==> src/light_cmd_defs.svh <==
// constants for the command decoder and the function enable register
// assumes inclusion by the design module and the bench alike
`ifndef LIGHT_CMD_DEFS_SVH
`define LIGHT_CMD_DEFS_SVH

`define CMD_SELECT_BIT    7
`define KIND_HI           6
`define KIND_LO           5
`define KIND_REPEAT       2'h0
`define KIND_INCR         2'h1
`define KIND_SPECIAL      2'h3
`define SF_PROX_CLR       5'h05
`define SF_CLEAR_CLR      5'h06
`define SF_BOTH_CLR       5'h07
`define FUNC_ENABLE_ADDR  5'h00
`define FUNC_ENABLE_RESET 6'h00
`define EN_PROX_IRQ       5
`define EN_CLEAR_IRQ      4
`define EN_WAIT           3
`define EN_PROX_FUNC      2
`define EN_COLOR          1
`define EN_OSC_PON        0
`define DEV_ADDR_DEFAULT  7'h2A

`endif

==> src/light_cmd_pkg.sv <==
// types shared by the command decoder modules
// assumes light_cmd_defs.svh is on the include path
package light_cmd_pkg;
  typedef enum logic [2:0] {
    ST_IDLE, ST_ADDR, ST_ACK_ADDR, ST_WR_BYTE, ST_ACK_WR, ST_RD_BYTE,
    ST_RD_ACK
  } bus_state_t;
  typedef logic [4:0] reg_addr_t;
endpackage

==> src/light_cmd_regs.sv <==
// two-wire bus target with command byte decoder and function enable register
// assumes scl/sda pins arrive asynchronously; other registers sit outside
`timescale 1ns/10ps
`default_nettype none
`include "light_cmd_defs.svh"

// Function
// - kind 00 keeps the same register for every following data byte
// - kind 01 advances the register address after each data byte
// - bits 4:0 are an address for normal kinds, a function code for 11
// - codes 00101, 00110, 00111 clear prox, clear-channel, both interrupts
// - an interrupt clear drops its pending bits once and needs no undo
// - proximity interrupts arise only while enable bit 5 is one
// - clear-channel interrupts arise only while enable bit 4 is one
// - enable bit 3 turns the wait timer on and off
// - enable bit 2 turns the proximity function on and off
// - enable bit 1 starts and stops the color conversions
// - enable bit 0 starts and stops the internal oscillator
// - the oscillator runs during any bus access regardless of bit 0
// - a data write without a command goes to the last selected address
// - a read without a new command uses the previously selected address
module light_cmd_regs
  import light_cmd_pkg::*;
#(
  parameter logic [6:0] DEV_ADDR = `DEV_ADDR_DEFAULT  // arbitrary value
) (
  input  wire logic       mclk,
  input  wire logic       reset,
  input  wire logic       scl_in,
  input  wire logic       sda_in,
  output var  logic       sda_out,
  output var  logic       sda_oe,
  input  wire logic       prox_irq_event,
  input  wire logic       clear_irq_event,
  input  wire logic [7:0] reg_rdata,
  output var  logic [4:0] reg_addr,
  output var  logic [7:0] reg_wdata,
  output var  logic       reg_wr,
  output var  logic       reg_rd,
  output var  logic       prox_irq_pending,
  output var  logic       clear_irq_pending,
  output var  logic       prox_irq_enable,
  output var  logic       clear_irq_enable,
  output var  logic       wait_enable,
  output var  logic       prox_function_enable,
  output var  logic       color_measure_enable,
  output var  logic       oscillator_run
);
  logic [1:0] pins_s;
  logic       scl_s, sda_s, scl_p, sda_p;
  logic       rise, fall, start_c, stop_c;
  bus_state_t state_q;
  logic [2:0] cnt_q;
  logic [7:0] shift_q, tx_q, byte_in, rd_value;
  logic       got8_q, match_q, rw_q, first_q, nack_q, busy_q, oe_q;
  reg_addr_t  addr_q;
  logic [1:0] kind_q;
  logic [5:0] en_q;
  logic       wr_take, cmd_take, data_take, rd_done, en_write;
  logic       sf_prox, sf_clear, advance;

  pin_sync #(.WIDTH(2)) u_sync (
    .mclk     (mclk),
    .reset    (reset),
    .async_in ({scl_in, sda_in}),
    .sync_out (pins_s)
  );
  assign scl_s = pins_s[1];
  assign sda_s = pins_s[0];

  always_ff @(posedge mclk) begin
    if (reset) begin
      scl_p <= 1'b1;
      sda_p <= 1'b1;
    end else begin
      scl_p <= scl_s;
      sda_p <= sda_s;
    end
  end

  assign rise    = scl_s & ~scl_p;
  assign fall    = ~scl_s & scl_p;
  assign start_c = scl_s & scl_p & sda_p & ~sda_s;
  assign stop_c  = scl_s & scl_p & ~sda_p & sda_s;
  assign byte_in = {shift_q[6:0], sda_s};

  // byte events, decoded on the rising edge of the eighth bit, or of the acknowledge bit after a read byte
  assign wr_take   = (state_q == ST_WR_BYTE) && rise && (cnt_q == 3'h7);
  assign cmd_take  = wr_take && first_q && byte_in[`CMD_SELECT_BIT];
  assign data_take = wr_take && !cmd_take;
  assign rd_done   = (state_q == ST_RD_ACK) && rise;
  assign en_write  = data_take && (addr_q == `FUNC_ENABLE_ADDR);
  assign sf_prox   = cmd_take &&
                     (byte_in[`KIND_HI:`KIND_LO] == `KIND_SPECIAL) &&
                     ((byte_in[4:0] == `SF_PROX_CLR) ||
                      (byte_in[4:0] == `SF_BOTH_CLR));
  assign sf_clear  = cmd_take &&
                     (byte_in[`KIND_HI:`KIND_LO] == `KIND_SPECIAL) &&
                     ((byte_in[4:0] == `SF_CLEAR_CLR) ||
                      (byte_in[4:0] == `SF_BOTH_CLR));
  // kind 10 is reserved and simply holds the address like kind 00
  assign advance   = (data_take || rd_done) && (kind_q == `KIND_INCR);
  // reserved enable bits read back as zero
  assign rd_value  = (addr_q == `FUNC_ENABLE_ADDR) ? {2'h0, en_q}
                                                   : reg_rdata;

  // serial bus sequencing; start and stop win over any bit activity
  always_ff @(posedge mclk) begin
    if (reset) begin
      state_q <= ST_IDLE;
      cnt_q   <= 3'h0;
      shift_q <= 8'h00;
      tx_q    <= 8'h00;
      got8_q  <= 1'b0;
      match_q <= 1'b0;
      rw_q    <= 1'b0;
      first_q <= 1'b0;
      nack_q  <= 1'b0;
      oe_q    <= 1'b0;
    end else if (start_c) begin
      state_q <= ST_ADDR;
      cnt_q   <= 3'h0;
      got8_q  <= 1'b0;
      oe_q    <= 1'b0;
    end else if (stop_c) begin
      state_q <= ST_IDLE;
      oe_q    <= 1'b0;
    end else begin
      case (state_q)
        ST_ADDR, ST_WR_BYTE: begin
          if (rise && !got8_q) begin
            shift_q <= byte_in;
            cnt_q   <= cnt_q + 3'h1;
            if (cnt_q == 3'h7) begin
              got8_q <= 1'b1;
              if (state_q == ST_ADDR) begin
                match_q <= (shift_q[6:0] == DEV_ADDR);
                rw_q    <= sda_s;
              end else begin
                first_q <= 1'b0;
              end
            end
          end else if (fall && got8_q) begin
            got8_q <= 1'b0;
            if (state_q == ST_WR_BYTE) begin
              state_q <= ST_ACK_WR;
              oe_q    <= 1'b1;
            end else if (match_q) begin
              state_q <= ST_ACK_ADDR;
              oe_q    <= 1'b1;
              first_q <= 1'b1;
            end else begin
              state_q <= ST_IDLE;
            end
          end
        end
        ST_ACK_ADDR, ST_ACK_WR: begin
          if (fall) begin
            cnt_q <= 3'h0;
            if (state_q == ST_ACK_ADDR && rw_q) begin
              state_q <= ST_RD_BYTE;
              tx_q    <= rd_value;
              oe_q    <= ~rd_value[7];
            end else begin
              state_q <= ST_WR_BYTE;
              oe_q    <= 1'b0;
            end
          end
        end
        ST_RD_BYTE: begin
          if (fall) begin
            cnt_q <= cnt_q + 3'h1;
            tx_q  <= {tx_q[6:0], 1'b0};
            if (cnt_q == 3'h7) begin
              state_q <= ST_RD_ACK;
              oe_q    <= 1'b0;
            end else begin
              oe_q <= ~tx_q[6];
            end
          end
        end
        ST_RD_ACK: begin
          if (rise) begin
            nack_q <= sda_s;
          end else if (fall) begin
            cnt_q <= 3'h0;
            if (nack_q) begin
              state_q <= ST_IDLE;
            end else begin
              state_q <= ST_RD_BYTE;
              tx_q    <= rd_value;
              oe_q    <= ~rd_value[7];
            end
          end
        end
        default: begin
          state_q <= state_q;
        end
      endcase
    end
  end

  // transaction activity, from start to stop
  always_ff @(posedge mclk) begin
    if (reset) begin
      busy_q <= 1'b0;
    end else if (start_c) begin
      busy_q <= 1'b1;
    end else if (stop_c) begin
      busy_q <= 1'b0;
    end
  end

  // register pointer and access kind survive between transactions
  always_ff @(posedge mclk) begin
    if (reset) begin
      addr_q <= `FUNC_ENABLE_ADDR;
      kind_q <= `KIND_REPEAT;
    end else if (cmd_take &&
                 byte_in[`KIND_HI:`KIND_LO] != `KIND_SPECIAL) begin
      addr_q <= byte_in[4:0];
      kind_q <= byte_in[`KIND_HI:`KIND_LO];
    end else if (advance) begin
      addr_q <= addr_q + 5'h01;
    end
  end

  // only bits 5:0 hold state; bits 7:6 are expected as zero
  always_ff @(posedge mclk) begin
    if (reset) begin
      en_q <= `FUNC_ENABLE_RESET;
    end else if (en_write) begin
      en_q <= byte_in[5:0];
    end
  end

  // a new event in the clearing cycle survives the clear
  always_ff @(posedge mclk) begin
    if (reset) begin
      prox_irq_pending  <= 1'b0;
      clear_irq_pending <= 1'b0;
    end else begin
      prox_irq_pending  <= (prox_irq_event & en_q[`EN_PROX_IRQ]) |
                           (prox_irq_pending & ~sf_prox);
      clear_irq_pending <= (clear_irq_event & en_q[`EN_CLEAR_IRQ]) |
                           (clear_irq_pending & ~sf_clear);
    end
  end

  // outward strobes to the registers held outside this block
  always_ff @(posedge mclk) begin
    if (reset) begin
      reg_wr    <= 1'b0;
      reg_rd    <= 1'b0;
      reg_wdata <= 8'h00;
    end else begin
      reg_wr    <= data_take && (addr_q != `FUNC_ENABLE_ADDR);
      reg_rd    <= fall && rw_q &&
                   ((state_q == ST_ACK_ADDR) ||
                    (state_q == ST_RD_ACK && !nack_q));
      if (data_take) begin
        reg_wdata <= byte_in;
      end
    end
  end

  always_ff @(posedge mclk) begin
    if (reset) begin
      sda_out              <= 1'b0;
      sda_oe               <= 1'b0;
      reg_addr             <= `FUNC_ENABLE_ADDR;
      prox_irq_enable      <= 1'b0;
      clear_irq_enable     <= 1'b0;
      wait_enable          <= 1'b0;
      prox_function_enable <= 1'b0;
      color_measure_enable <= 1'b0;
      oscillator_run       <= 1'b0;
    end else begin
      sda_out              <= 1'b0;
      sda_oe               <= oe_q;
      reg_addr             <= addr_q;
      prox_irq_enable      <= en_q[`EN_PROX_IRQ];
      clear_irq_enable     <= en_q[`EN_CLEAR_IRQ];
      wait_enable          <= en_q[`EN_WAIT];
      prox_function_enable <= en_q[`EN_PROX_FUNC];
      color_measure_enable <= en_q[`EN_COLOR];
      oscillator_run       <= en_q[`EN_OSC_PON] | busy_q;
    end
  end
endmodule
`default_nettype wire

==> src/pin_sync.sv <==
// two-flop synchroniser, one stage pair per bit
// assumes asynchronous inputs, all reads taken from the second stage
`timescale 1ns/10ps
`default_nettype none
module pin_sync #(
  parameter int WIDTH = 2
) (
  input  wire logic             mclk,
  input  wire logic             reset,
  input  wire logic [WIDTH-1:0] async_in,
  output var  logic [WIDTH-1:0] sync_out
);
  genvar i;
  generate
    for (i = 0; i < WIDTH; i++) begin : g_bit
      logic meta_q;
      always_ff @(posedge mclk) begin
        if (reset) begin
          meta_q      <= 1'b1;
          sync_out[i] <= 1'b1;
        end else begin
          meta_q      <= async_in[i];
          sync_out[i] <= meta_q;
        end
      end
    end
  endgenerate
endmodule
`default_nettype wire

==> config.mk <==
export PLATFORM = sky130hd
export DESIGN_NAME = light_cmd_regs
export DESIGN_NICKNAME = d
export VERILOG_FILES = /design/src/light_cmd_pkg.sv /design/src/light_cmd_regs.sv /design/src/pin_sync.sv
export VERILOG_INCLUDE_DIRS = /design/src
export SDC_FILE = /design/constraint.sdc
export NUM_CORES = 1
export LEC_CHECK = 0
export ABC_AREA = 0
export ABC_CLOCK_PERIOD_IN_PS = 2800
export CORE_MARGIN = 1
export CORE_UTILIZATION = 60
export DETAILED_ROUTE_END_ITERATION = 8
export DONT_BUFFER_PORTS = 1
export GPL_TIMING_DRIVEN = 0
export HOLD_SLACK_MARGIN = 0.05
export PLACE_DENSITY = 0.76
export SKIP_LAST_GASP = 1
export SLEW_MARGIN = 30
export SYNTH_ARGS = -nofsm -noshare
export SYNTH_HDL_FRONTEND = slang
export SYNTH_SLANG_ARGS = --single-unit
==> constraint.sdc <==
create_clock -name mclk -period 2.8 [get_ports mclk]
set_input_delay 0 -clock mclk [delete_from_list [all_inputs] [get_ports mclk]]
set_output_delay 0 -clock mclk [all_outputs]
set_load 0.01 [all_outputs]
== Word-level counts from Yosys, hierarchy flattened ==
Index checks and enable logic that the tools add are counted.

* Flip-flop bits (word level): 70
* Input port bits: 14
* Output and inout bits: 25

* $add $sub $neg: 2
* Eq/ne operators: 35
* Multiplexer cells: 51
* Bitwise logic cells: 24
* Reduce and logical (&&, ||, !) cells: 49

{| class="wikitable"
|+ Operators by type and width
! kind !! count
|-
| $mux 3 || 14
|-
| $mux 7 || 6
|-
| $ne 4x4->1 const B || 7
|-
| $ne 2x2->1 const B || 13
|-
| $pmux 3 s4 || 2
|-
| $reduce_and 8->1 || 3
|-
| $mux 1 || 23
|-
| $pmux 7 s3 || 1
|-
| $logic_and 1x1->1 || 19
|-
| $reduce_and 9->1 || 2
|-
| $eq 5x3->1 const B || 3
|-
| $eq 3x3->1 const B || 4
|-
| $reduce_and 4->1 || 3
|-
| $and 1x1->1 || 11
|-
| $mux 5 || 2
|-
| $not 1->1 || 10
|-
| $mux 8 || 1
|-
| $reduce_bool 2->1 || 4
|-
| $eq 7x6->1 const B || 1
|-
| $eq 3x2->1 const B || 2
|-
| $reduce_and 6->1 || 1
|-
| $reduce_bool 6->1 || 1
|-
| $reduce_or 2->1 || 3
|-
| $add 5x1->5 const B || 1
|-
| other kinds (17) || 24
|}

== Depth between registers and ports, before layout ==
Gate-level depths: netlist (run 1).

* Depth in word-level cells: 12
* Mapped depth: 8
* Depth with buffers taken out: 7

== By module ==
From an unflattened synthesis (run 1), not the netlist that was laid out.

* Cell total of the unflattened synthesis: 361
* Area, all modules: 3120.5 sq um

{| class="wikitable"
|+ Modules (own cells, without submodules)
! module !! instances !! cells each !! area each (sq um) !! sequential area each (sq um)
|-
| light_cmd_regs || 1 || 353 || 3015.4 || 1321.3
|-
| pin_sync || 1 || 8 || 105.1 || 80.1
|}

== Least setup slack after synthesis (run 1) ==
No wires, ideal clock.

* Path type: register to register
* Start: register cnt_q[0]
* End: register clear_irq_pending
* Setup time: 0.132 ns
* Arrival: 1.643 ns
* Required time: 2.668 ns
* Slack: 1.024 ns
* Stages on the path, launching flop included: 8
* Buffers on the path: 0
* Clock period less this slack: 1.776 ns
* Cells stage by stage: dfxtp_1 -> ha_1 -> ha_1 -> and4b_2 -> nand2_1 -> or3_1 -> o21ai_1 -> a21oi_1

* Cells in the longest elaborated chain, start to end: 9

{| class="wikitable"
|+ RTL lines
! element !! line !! text
|-
| start, declared || light_cmd_regs.sv:53 || <nowiki>logic [2:0] cnt_q;</nowiki>
|-
| start signal, assigned || light_cmd_regs.sv:133 || <nowiki>cnt_q <= cnt_q + 3'h1;</nowiki>
|-
| start signal, assigned || light_cmd_regs.sv:172 || <nowiki>cnt_q <= cnt_q + 3'h1;</nowiki>
|-
| $eq 3x3->1 || light_cmd_regs.sv:88 || <nowiki>assign wr_take = (state_q == ST_WR_BYTE) && rise && (cnt_q == 3'h7);</nowiki>
|-
| $logic_and 1x1->1 || light_cmd_regs.sv:88 ||
|-
| $logic_and 1x1->1 (2 in a row) || light_cmd_regs.sv:89 || <nowiki>assign cmd_take = wr_take && first_q && byte_in[`CMD_SELECT_BIT];</nowiki>
|-
| $logic_and 1x1->1 (2 in a row) || light_cmd_regs.sv:97 || <nowiki>assign sf_clear = cmd_take &&</nowiki>
|-
| $not 1->1 || light_cmd_regs.sv:246 || <nowiki>(clear_irq_pending & ~sf_clear);</nowiki>
|-
| $and 1x1->1 || light_cmd_regs.sv:246 ||
|-
| $or 1x1->1 || light_cmd_regs.sv:245 || <nowiki>clear_irq_pending <= (clear_irq_event & en_q[`EN_CLEAR_IRQ]) |</nowiki>
|-
| end signal, assigned || light_cmd_regs.sv:245 ||
|-
| end, declared || light_cmd_regs.sv:41 || <nowiki>output var logic clear_irq_pending,</nowiki>
|}

Every way passes these cells.
A chain may end at the register's enable or synchronous reset.

== Final worst setup path (run 1) ==
* Start: register cnt_q[0]
* End: register prox_irq_pending

* Cells in the longest elaborated chain, start to end: 9

{| class="wikitable"
|+ RTL lines
! element !! line !! text
|-
| $eq 3x3->1 || light_cmd_regs.sv:88 ||
|-
| $logic_and 1x1->1 || light_cmd_regs.sv:88 ||
|-
| $logic_and 1x1->1 (2 in a row) || light_cmd_regs.sv:89 ||
|-
| $logic_and 1x1->1 (2 in a row) || light_cmd_regs.sv:93 || <nowiki>assign sf_prox = cmd_take &&</nowiki>
|-
| $not 1->1 || light_cmd_regs.sv:244 || <nowiki>(prox_irq_pending & ~sf_prox);</nowiki>
|-
| $and 1x1->1 || light_cmd_regs.sv:244 ||
|-
| $or 1x1->1 || light_cmd_regs.sv:243 || <nowiki>prox_irq_pending <= (prox_irq_event & en_q[`EN_PROX_IRQ]) |</nowiki>
|-
| end signal, assigned || light_cmd_regs.sv:243 ||
|-
| end, declared || light_cmd_regs.sv:40 || <nowiki>output var logic prox_irq_pending,</nowiki>
|}

Every way passes these cells.

==> results of run 1 <==
## area by class of cell
type | count | area share [%]
buffer | 18 | 2.50
clock buffer | 11 | 4.16
clock inverter | 2 | 1.03
inverter | 7 | 0.773
multi-input combinational | 254 | 45.5
sequential | 70 | 41.2
tap | 67 | 2.47
timing repair buffer | 8 | 2.36
## kinds of logic (layout without fill, tap and decap cells)
logic type,after synthesis,after routing
AO/OA/AOI/OAI,61,61
XOR/XNOR,6,6
adder cells (fa/ha/maj),4,4
buffers and inverters,25,46
flip-flops,70,70
multiplexers,27,27
other,1,1
AND/OR/NAND/NOR,155,155
## metrics by stage
step | area, um^2 | util, %
after global placement | 3140 | 65.2
after global routing | 3400 | 70.6
after CTS | 3400 | 70.6
after detailed placement | 3140 | 65.2
final | 3400 | 70.6
after floorplan | 3060 | -
## worst paths after layout
path / slack [ns] / startpoint / end / depth (start not counted)
setup / recovery: 0.70 / cnt_q[0] / prox_irq_pending / 7
hold reg to reg: 0.41 / u_sync.g_bit[0].meta_q / u_sync.sync_out[0] / 1
setup reg to reg: 0.70 / cnt_q[0] / prox_irq_pending / 7
hold / removal: 0.05 / reg_rdata[1] / tx_q[1] / 4
## worst min-delay path, stage by stage
cell and delay (ns):
mux2i_1 0.05, a21oi_1 0.15, mux2i_1 0.08, nor2_1 0.08
## what timing repair did
| item | 4_1_cts | 5_1_grt |
|---|---|---|
| setup buffers | 0 | 0 |
| setup endpoints to repair | 0 | 0 |
| endpoints found under the hold margin | 8 | 0 |
| hold buffers | 8 | 0 |
## cells in the mapped netlist, types with 2 or more instances
| cell | count |
|---|---|
| nand2b_1 | 4 |
| nor2b_1 | 13 |
| a211oi_2 | 2 |
| xnor2_1 | 5 |
| clkbuf_1 | 10 |
| ha_1 | 4 |
| mux2i_1 | 27 |
| nand3b_1 | 4 |
| and2b_1 | 2 |
| and3_1 | 4 |
| o21ai_1 | 5 |
| nand3_2 | 2 |
| inv_1 | 7 |
| dfxtp_1 | 70 |
| nor2_1 | 61 |
| a21oi_1 | 25 |
| buf_4 | 3 |
| or2_2 | 7 |
| and2_1 | 2 |
| buf_2 | 4 |
| nand2_1 | 23 |
| o21ai_0 | 11 |
| o211ai_1 | 2 |
| nor3_1 | 11 |
| nor4b_1 | 2 |
| a31oi_1 | 2 |
| nand3_1 | 11 |
## sequential cells by signal (all words and copies together) (netlist names), 2 cells and up
name                 count
en_q                     6
tx_q                     7
reg_addr                 5
reg_wdata                8
kind_q                   2
u_sync.sync_out          2
cnt_q                    3
state_q                  3
u_sync.g_bit.meta_q      2
addr_q                   5
shift_q                  7
## power breakdown
part	internal [W]	total [W]	leakage (nW)	switching, W
Clock	0.000420	0.000765	0.0911	0.000345
Sequential	0.00100	0.00101	0.565	0.00000735
Combinational	0.0000241	0.0000645	0.685	0.0000404
Total	0.00145	0.00184	1.34	0.000393
## layer usage
metal / global-route usage [%] / vias up
li1: - / 1233
met1: 34.7 / 1162
met2: 42.0 / 85
met3: 5.76 / 16
met4: 15.2 / 0
met5: 0 / -
==> reports/results.ini, run 1 <==
[sta]
fin_skew_ns = 0.00449
relSlewSlack_pct = 61.9
hold_viol_final = 0
tightest_slew_ns = 0.572
fmax_ghz = 0.476
rsz0062_at_grt = false
layout_min_cycle_time_ns = 2.10
finalCritPeriodShare_pct = 75.0
setup_ws_ns = 0.701
tns_ns = 0
slew_violations = 0
setup_viol = 0
holdWs_ns = 0.0514

[logic_synthesis]
yosysTopAreaCell = dfxtp_1
netlist.area_leader.share_pct = 45.8
synthCells = 349
async_flop_share_pct = 0
syn-num-nets = 367
synth_warnings = 0
synth.cell_area_mm2 = 0.00306
seq_area_frac_synth_pct = 45.8
synth-xor-area-share_pct = 1.72
synth-simple-area-share_pct = 25.6
synth_top_family_by_area = simple AND/OR/NAND/NOR gates
synth_area_leaders = dfxtp_1 46%, mux2i_1 8.8%, nor2_1 7.5%, a21oi_1 4.1%, nand2_1 2.8%
synth_adder_area_share_pct = 1.64
synthMuxAreaShare_pct = 8.83
avgSynthCellArea_um2 = 8.77
synth_cell_type_count = 53
ys_ff_latch = 70
synth_compound_area_share_pct = 12.6
synth_edf_count = 0
synth_flop_cell = dfxtp_1

[routing]
final_antenna_net_count = 0
vias_per_cell = 5.71
drc_errors = 0
top_layer = met4
route.vias.total = 2496
first_iter_violations = 143
routedWlPerCell_um = 15.2
wl_met2_mm = 2.96
firstDrtPassIters = 4
drt-total-wl_mm = 6.63
dr_wl_met3_um = 428
routedLengthMet1_mm = 3.09

[floorplanning]
ios = 39
rows = 25
die_h_um = 73.4
initial_core_util_pct = 63.5
core_mm2 = 0.00482
dieArea_mm2 = 0.00539
die_x_um = 73.4

[final_layout]
syn2layout_area_growth_pct = 11.1
layout.cells.non_filler = 437
register_area_mm2 = 0.00140
final_cell_mix = 70 x dfxtp_1, 61 x nor2_1, 27 x mux2i_1
final_nets = 386
fill_cells = 372
drive_gt1_share_pct = 10.5
antenna_cells = 0
final_common_cell = dfxtp_1
multi_input_area_mm2 = 0.00155

[power_and_ir_drop]
powerDensity_mw_per_mm2 = 541
p_leak_nw = 1.34
total_power_w = 0.00184
vdd_drop_max_mv = 0.317

[setup_path]
path_max_fanout = 7
slowest_delay_ns = 0.46
cp_top_family = simple AND/OR/NAND/NOR gates
start_kind = flop
path_buf_inv = 0
cp.required_ns = 3.01
cp_cell_sequence = ha_1 > ha_1 > and4b_2 > nand2_1 > or3_1 > o21ai_1 > a21oi_1
critPathSlowestCell = or3_1
cp-end-kind = flop
worstPathArrival_ns = 2.30
crit_type = reg -> reg
cp_common_cell = ha_1

[placement]
pre_cts_ws_ns = 0.718
io_buffers = 0
place.gp.congestion = 0.869
dpl.hpwl_mm = 4.65
dp.cells = 416

[cts]
cts_buffers = 9
cts_root_buf = clkbuf_8
htree_levels = 3
insertion_delay_ns = 0.34
cts.path.max_buffers = 2
cts_sinks = 70
clk_pin_slew_ns = 0.07
cts_tree = built
cts-resized-gates = 0

[global_routing]
grtUsageTotal_pct = 26.9
antenna_found_initial = 0
grt_max_degree = 11
first_global_vias = 2262
grt_pass1_wl_mm = 10.8
overflow = 0

[job]
maxCapViolations = 0

[status]
status = finished clean

[worst_hold_path]
min-delay-path-class = in -> reg

Note: power is estimated with default switching activity, not from simulation.
==> run 2, diff against run 1 <==
- ABC_CLOCK_PERIOD_IN_PS: 2800 -> 2000
- clock period: 2.8 -> 2 ns (I/O delays scaled with it)
==> run 2 against run 1 <==
Effect of this change: clock power grew 40%; clock skew rose by 0.0012 ns; first-iteration DRC count decreased by 15%; critical path depth unchanged; sequential share of layout area down 0.33 points; clock-buffer cell count is the same; non-clock buffer count increased by 1; total power rose by 40%; routed wire length about the same; final cell count grew 0.23%.
==> reports/results.ini, run 2 (synthesized netlist as in run 1, its figures left out) <==
[cts]
clk_pin_slew_ns = 0.07
cts.path.max_buffers = 2
cts_buffers = 9
cts_tree = built
htree_levels = 3
cts_root_buf = clkbuf_8
cts_sinks = 70
insertion_delay_ns = 0.34

[floorplanning]
die_h_um = 73.4
ios = 39
dieArea_mm2 = 0.00539
core_mm2 = 0.00482
die_x_um = 73.4
initial_core_util_pct = 63.5
rows = 25

[global_routing]
first_global_vias = 2265
grt_pass1_wl_mm = 10.8
antenna_found_initial = 0
grtUsageTotal_pct = 27.0
grt_max_degree = 11
overflow = 0

[final_layout]
drive_gt1_share_pct = 11.6
regMostFlops = reg_wdata
register_area_mm2 = 0.00140
final_cell_mix = 70 x dfxtp_1, 61 x nor2_1, 27 x mux2i_1
layout.cells.non_filler = 438
largest_register_ffs = 8
fill_cells = 370
final_nets = 387
syn2layout_area_growth_pct = 12.0
reg.largest.list = reg_wdata (8), shift_q (7), tx_q (7)
multi_input_area_mm2 = 0.00157
antenna_cells = 0
final_common_cell = dfxtp_1

[setup_path]
slowest_delay_ns = 0.42
path_max_fanout = 7
start_kind = flop
worstPathArrival_ns = 2.11
cp_cell_sequence = ha_1 > ha_4 > and4b_2 > nand2_2 > or3_4 > o21ai_1 > a21oi_1
critPathSlowestCell = or3_4
cp.required_ns = 2.20
cp-end-kind = flop
crit_type = reg -> reg

[sta]
finalCritPeriodShare_pct = 95.4
slew_violations = 0
fin_skew_ns = 0.00573
setup_ws_ns = 0.0913
hold_viol_final = 0
fmax_ghz = 0.524
tns_ns = 0
setup_viol = 0
tightest_slew_ns = 0.568
rsz0062_at_grt = false
layout_min_cycle_time_ns = 1.91
relSlewSlack_pct = 62.2

[routing]
routedWlPerCell_um = 15.1
drt-total-wl_mm = 6.63
vias_per_cell = 5.69
firstDrtPassIters = 4
final_antenna_net_count = 0
route.vias.total = 2491
first_iter_violations = 121
drc_errors = 0

[status]
status = finished clean

[placement]
dpl.hpwl_mm = 4.65
place.gp.congestion = 0.869
io_buffers = 0
dp.cells = 416
pre_cts_ws_ns = -0.0819

[power_and_ir_drop]
p_leak_nw = 1.35
total_power_w = 0.00257
vdd_drop_max_mv = 0.438
powerDensity_mw_per_mm2 = 749

[worst_hold_path]
min-delay-path-class = in -> reg

[job]
maxCapViolations = 0

-- run 2: final cells by class --
cell class,count,area share (%)
Buffer,18,2.48
Clock buffer,11,4.13
Clock inverter,2,1.02
Inverter,7,0.767
Multi-Input combinational cell,254,45.7
Sequential cell,70,40.9
Tap cell,67,2.45
Timing Repair Buffer,9,2.56
-- run 2: metal layers --
layer / vias up / global-route usage, % / part of all wire, %
met1: 1145 / 34.7 / 46
met4: 0 / 15.2 / 2.3
met2: 92 / 42.0 / 45
met5: - / 0 / 0
met3: 17 / 5.76 / 6.5
li1: 1237 / - / -
-- run 2: power breakdown --
part            total, W  switching [W]  internal, W
logic          0.0000901      0.0000563    0.0000338
clock network    0.00107       0.000477     0.000588
registers        0.00141      0.0000101      0.00140
total            0.00257       0.000544      0.00202
-- run 2: repair_timing --
action	CTS	global route
resized for setup	2	2
endpoints found under the setup margin	2	3
hold buffers	8	0
buffers inserted	0	1
endpoints found under the hold margin	8	0
-- run 2: metrics by stage --
step | hold WS [ns] | area (um^2) | util (%)
2_1_floorplan | 0.104 | 3060 | -
3_3_place_gp | 0.106 | 3140 | 65.2
3_5_place_dp | 0.107 | 3140 | 65.2
4_1_cts | 0.0580 | 3400 | 70.7
5_1_grt | 0.0856 | 3430 | 71.1
6_report | 0.0550 | 3430 | 71.1
-- run 2: worst paths after layout --
kind | startpoint | end | slack [ns] | depth (start not counted)
worst max register to register | cnt_q[0] | prox_irq_pending | 0.09 | 7
worst max-delay path | cnt_q[0] | prox_irq_pending | 0.09 | 7
worst min-delay path | reg_rdata[1] | tx_q[1] | 0.05 | 4
worst min register to register | u_sync.g_bit[0].meta_q | u_sync.sync_out[0] | 0.41 | 1
-- run 2: critical path: cells and delay by family (launching register included) --
family | cells | cell delay, ns
AOI/OAI and AO/OA | 2 | 0.21
adders and majority gates | 2 | 0.37
DFF | 1 | 0.36
and+or+nand+nor | 3 | 0.83
==> run 3, diff against run 2 <==
- ABC_AREA: 0 -> 1
==> run 3 against run 2 <==
Effect of this change: first-iteration DRC count increased by 78%; maximum frequency up 0.58%; synthesized area up 0.90%; largest cell class unchanged; combinational power rose to 6.7 times the previous value; routed wire length is 9.5% higher; via count rose by 13%; utilization up 1.3 points; non-clock buffer count down 1; die area grew 0.87%; register-to-register slack barely moved; sequential power rose by 7%; critical endpoint is now addr_q[4].
==> reports/results.ini, run 3 <==
[status]
status = finished clean

[setup_path]
reg2reg_from = cnt_q[0]
start_kind = flop
cp_cell_sequence = ha_1 > ha_2 > nand3_1 > nor2_4 > o21ai_2 > nand2_1 > a21oi_1 > nand2_1 > nand2_1
worstPathArrival_ns = 2.19
slowest_delay_ns = 0.43
cp_common_cell = nand2_1
cp-end-kind = flop
path_max_fanout = 7
r2r_end = addr_q[4]
critPathSlowestCell = a21oi_1
path_buf_inv = 0
r2r_cells = 9
rrSetupSlack_ns = 0.10
cp_top_family = compound AO/OA/AOI/OAI gates
cp.required_ns = 2.29
crit_type = reg -> reg

[sta]
tightest_slew_ns = 0.659
layout_min_cycle_time_ns = 1.90
setup_viol = 0
holdWs_ns = 0.197
tns_ns = 0
relSlewSlack_pct = 56.1
hold_viol_final = 0
fmax_ghz = 0.527
rsz0062_at_grt = true
fin_skew_ns = 0.00797
finalCritPeriodShare_pct = 94.9
slew_violations = 0

[floorplanning]
rows = 25
core_mm2 = 0.00485
initial_core_util_pct = 63.7
die_h_um = 73.7
dieArea_mm2 = 0.00544
die_x_um = 73.7
ios = 39

[cts]
cts.path.max_buffers = 2
cts_sinks = 70
insertion_delay_ns = 0.35
cts_tree = built
htree_levels = 3
clk_pin_slew_ns = 0.08
cts_root_buf = clkbuf_8
cts_buffers = 9

[logic_synthesis]
synth.most_common_cell = nand2_1
ys_ff_latch = 70
seq_area_frac_synth_pct = 45.4
synthCells = 435
synth_flop_cell = dfxtp_1
syn-num-nets = 453
synth_area_leaders = dfxtp_1 45%, nand2_1 12%, nor2_1 7.4%, a21oi_1 6.0%, inv_1 5.1%
avgSynthCellArea_um2 = 7.10
yosysTopAreaCell = dfxtp_1
synth_cell_type_count = 31
netlist.area_leader.share_pct = 45.4
synth_warnings = 0
synth_commonest_cells = 99 x nand2_1, 70 x dfxtp_1, 61 x nor2_1
synth_edf_count = 0
synth.cell_area_mm2 = 0.00309
async_flop_share_pct = 0

[global_routing]
grt_max_degree = 13
overflow = 0
first_global_vias = 2536
grtUsageTotal_pct = 29.2
grt_pass1_wl_mm = 11.7
antenna_found_initial = 0

[final_layout]
final_nets = 477
final_cell_area_mm2 = 0.00351
final_common_cell = nand2_1
final_cell_mix = 99 x nand2_1, 70 x dfxtp_1, 61 x nor2_1
drive_gt1_share_pct = 10.4
antenna_cells = 0
utilization_pct = 72.5
reg.largest.list = reg_wdata (8), shift_q (7), tx_q (7)
syn2layout_area_growth_pct = 13.9
regMostFlops = reg_wdata
largest_register_ffs = 8

[placement]
place.gp.congestion = 0.925
placedInstanceArea_mm2 = 0.00317
dpl.hpwl_mm = 5.04
io_buffers = 0

[job]
maxCapViolations = 0

[power_and_ir_drop]
powerDensity_mw_per_mm2 = 953
total_power_w = 0.00335
p_leak_nw = 1.51
vdd_drop_max_mv = 0.581

[worst_hold_path]
hold_end = clear_irq_enable
min-delay-path-class = in -> reg
min_path_cells = 2
hp-start = reset

[routing]
route.vias.total = 2816
final_antenna_net_count = 0
drc_errors = 0
vias_per_cell = 5.31
drt-total-wl_mm = 7.27
routedWlPerCell_um = 13.7
first_iter_violations = 215
firstDrtPassIters = 6

## run 3: layer usage
layer	up-vias	global-route usage, %	part of all wire (%)
met1	1258	39.6	49
met4	0	13.0	1.4
met5	-	0	0
met3	10	6.86	5.5
met2	105	43.9	44
li1	1443	-	-
## run 3: worst max path at each step
| stage | cells after the start | slack (ns) | end | startpoint |
|---|---|---|---|---|
| 6_report | 9 | 0.10 | addr_q[4] | cnt_q[0] |
| 5_1_grt | 10 | -0.01 | en_q[5] | cnt_q[0] |
| 4_1_cts | 9 | 0.12 | addr_q[4] | cnt_q[0] |
| 3_5_place_dp | 9 | 0.15 | addr_q[4] | cnt_q[0] |
| 3_3_place_gp | 9 | 0.14 | addr_q[4] | cnt_q[0] |
| 2_1_floorplan | 10 | 0.45 | en_q[5] | cnt_q[0] |
## run 3: layout make-up
cell class              count  area (um^2)
plain buffers              13         73.8
clock buffers               9          124
flip-flops and latches     70         1400
clock inverters             6         87.6
inverters                  49          184
fillers                   398         1330
repair buffers             13          130
well taps                  67         83.8
multi-input cells         303         1430
## run 3: cells by family after synthesis
kind of cell | Yosys count | synth area share, %
other | 1 | 0.121
adder cells (fa/ha/maj) | 4 | 1.62
buffers and inverters | 62 | 8.35
AND/OR/NAND/NOR | 220 | 30.9
flip-flops | 70 | 45.4
AO/OA/AOI/OAI | 75 | 12.7
XOR/XNOR | 3 | 0.851
## run 3: power breakdown
part           internal [W]  switching [W]
Combinational      0.000207       0.000396
Sequential          0.00146      0.0000494
Clock              0.000692       0.000544
## run 3: metrics by stage
stage | worst slack, ns | instances
6_report | 0.102 | 530
5_1_grt | -0.00952 | 530
4_1_cts | 0.121 | 530
3_5_place_dp | 0.152 | 502
3_3_place_gp | 0.135 | 502
2_1_floorplan | 0.449 | 435
## run 3: what timing repair did
item,4_1_cts,5_1_grt
resized for setup,0,2
hold endpoints to repair,16,0
buffers inserted,0,0
endpoints found under the setup margin,0,7
hold buffers,13,0
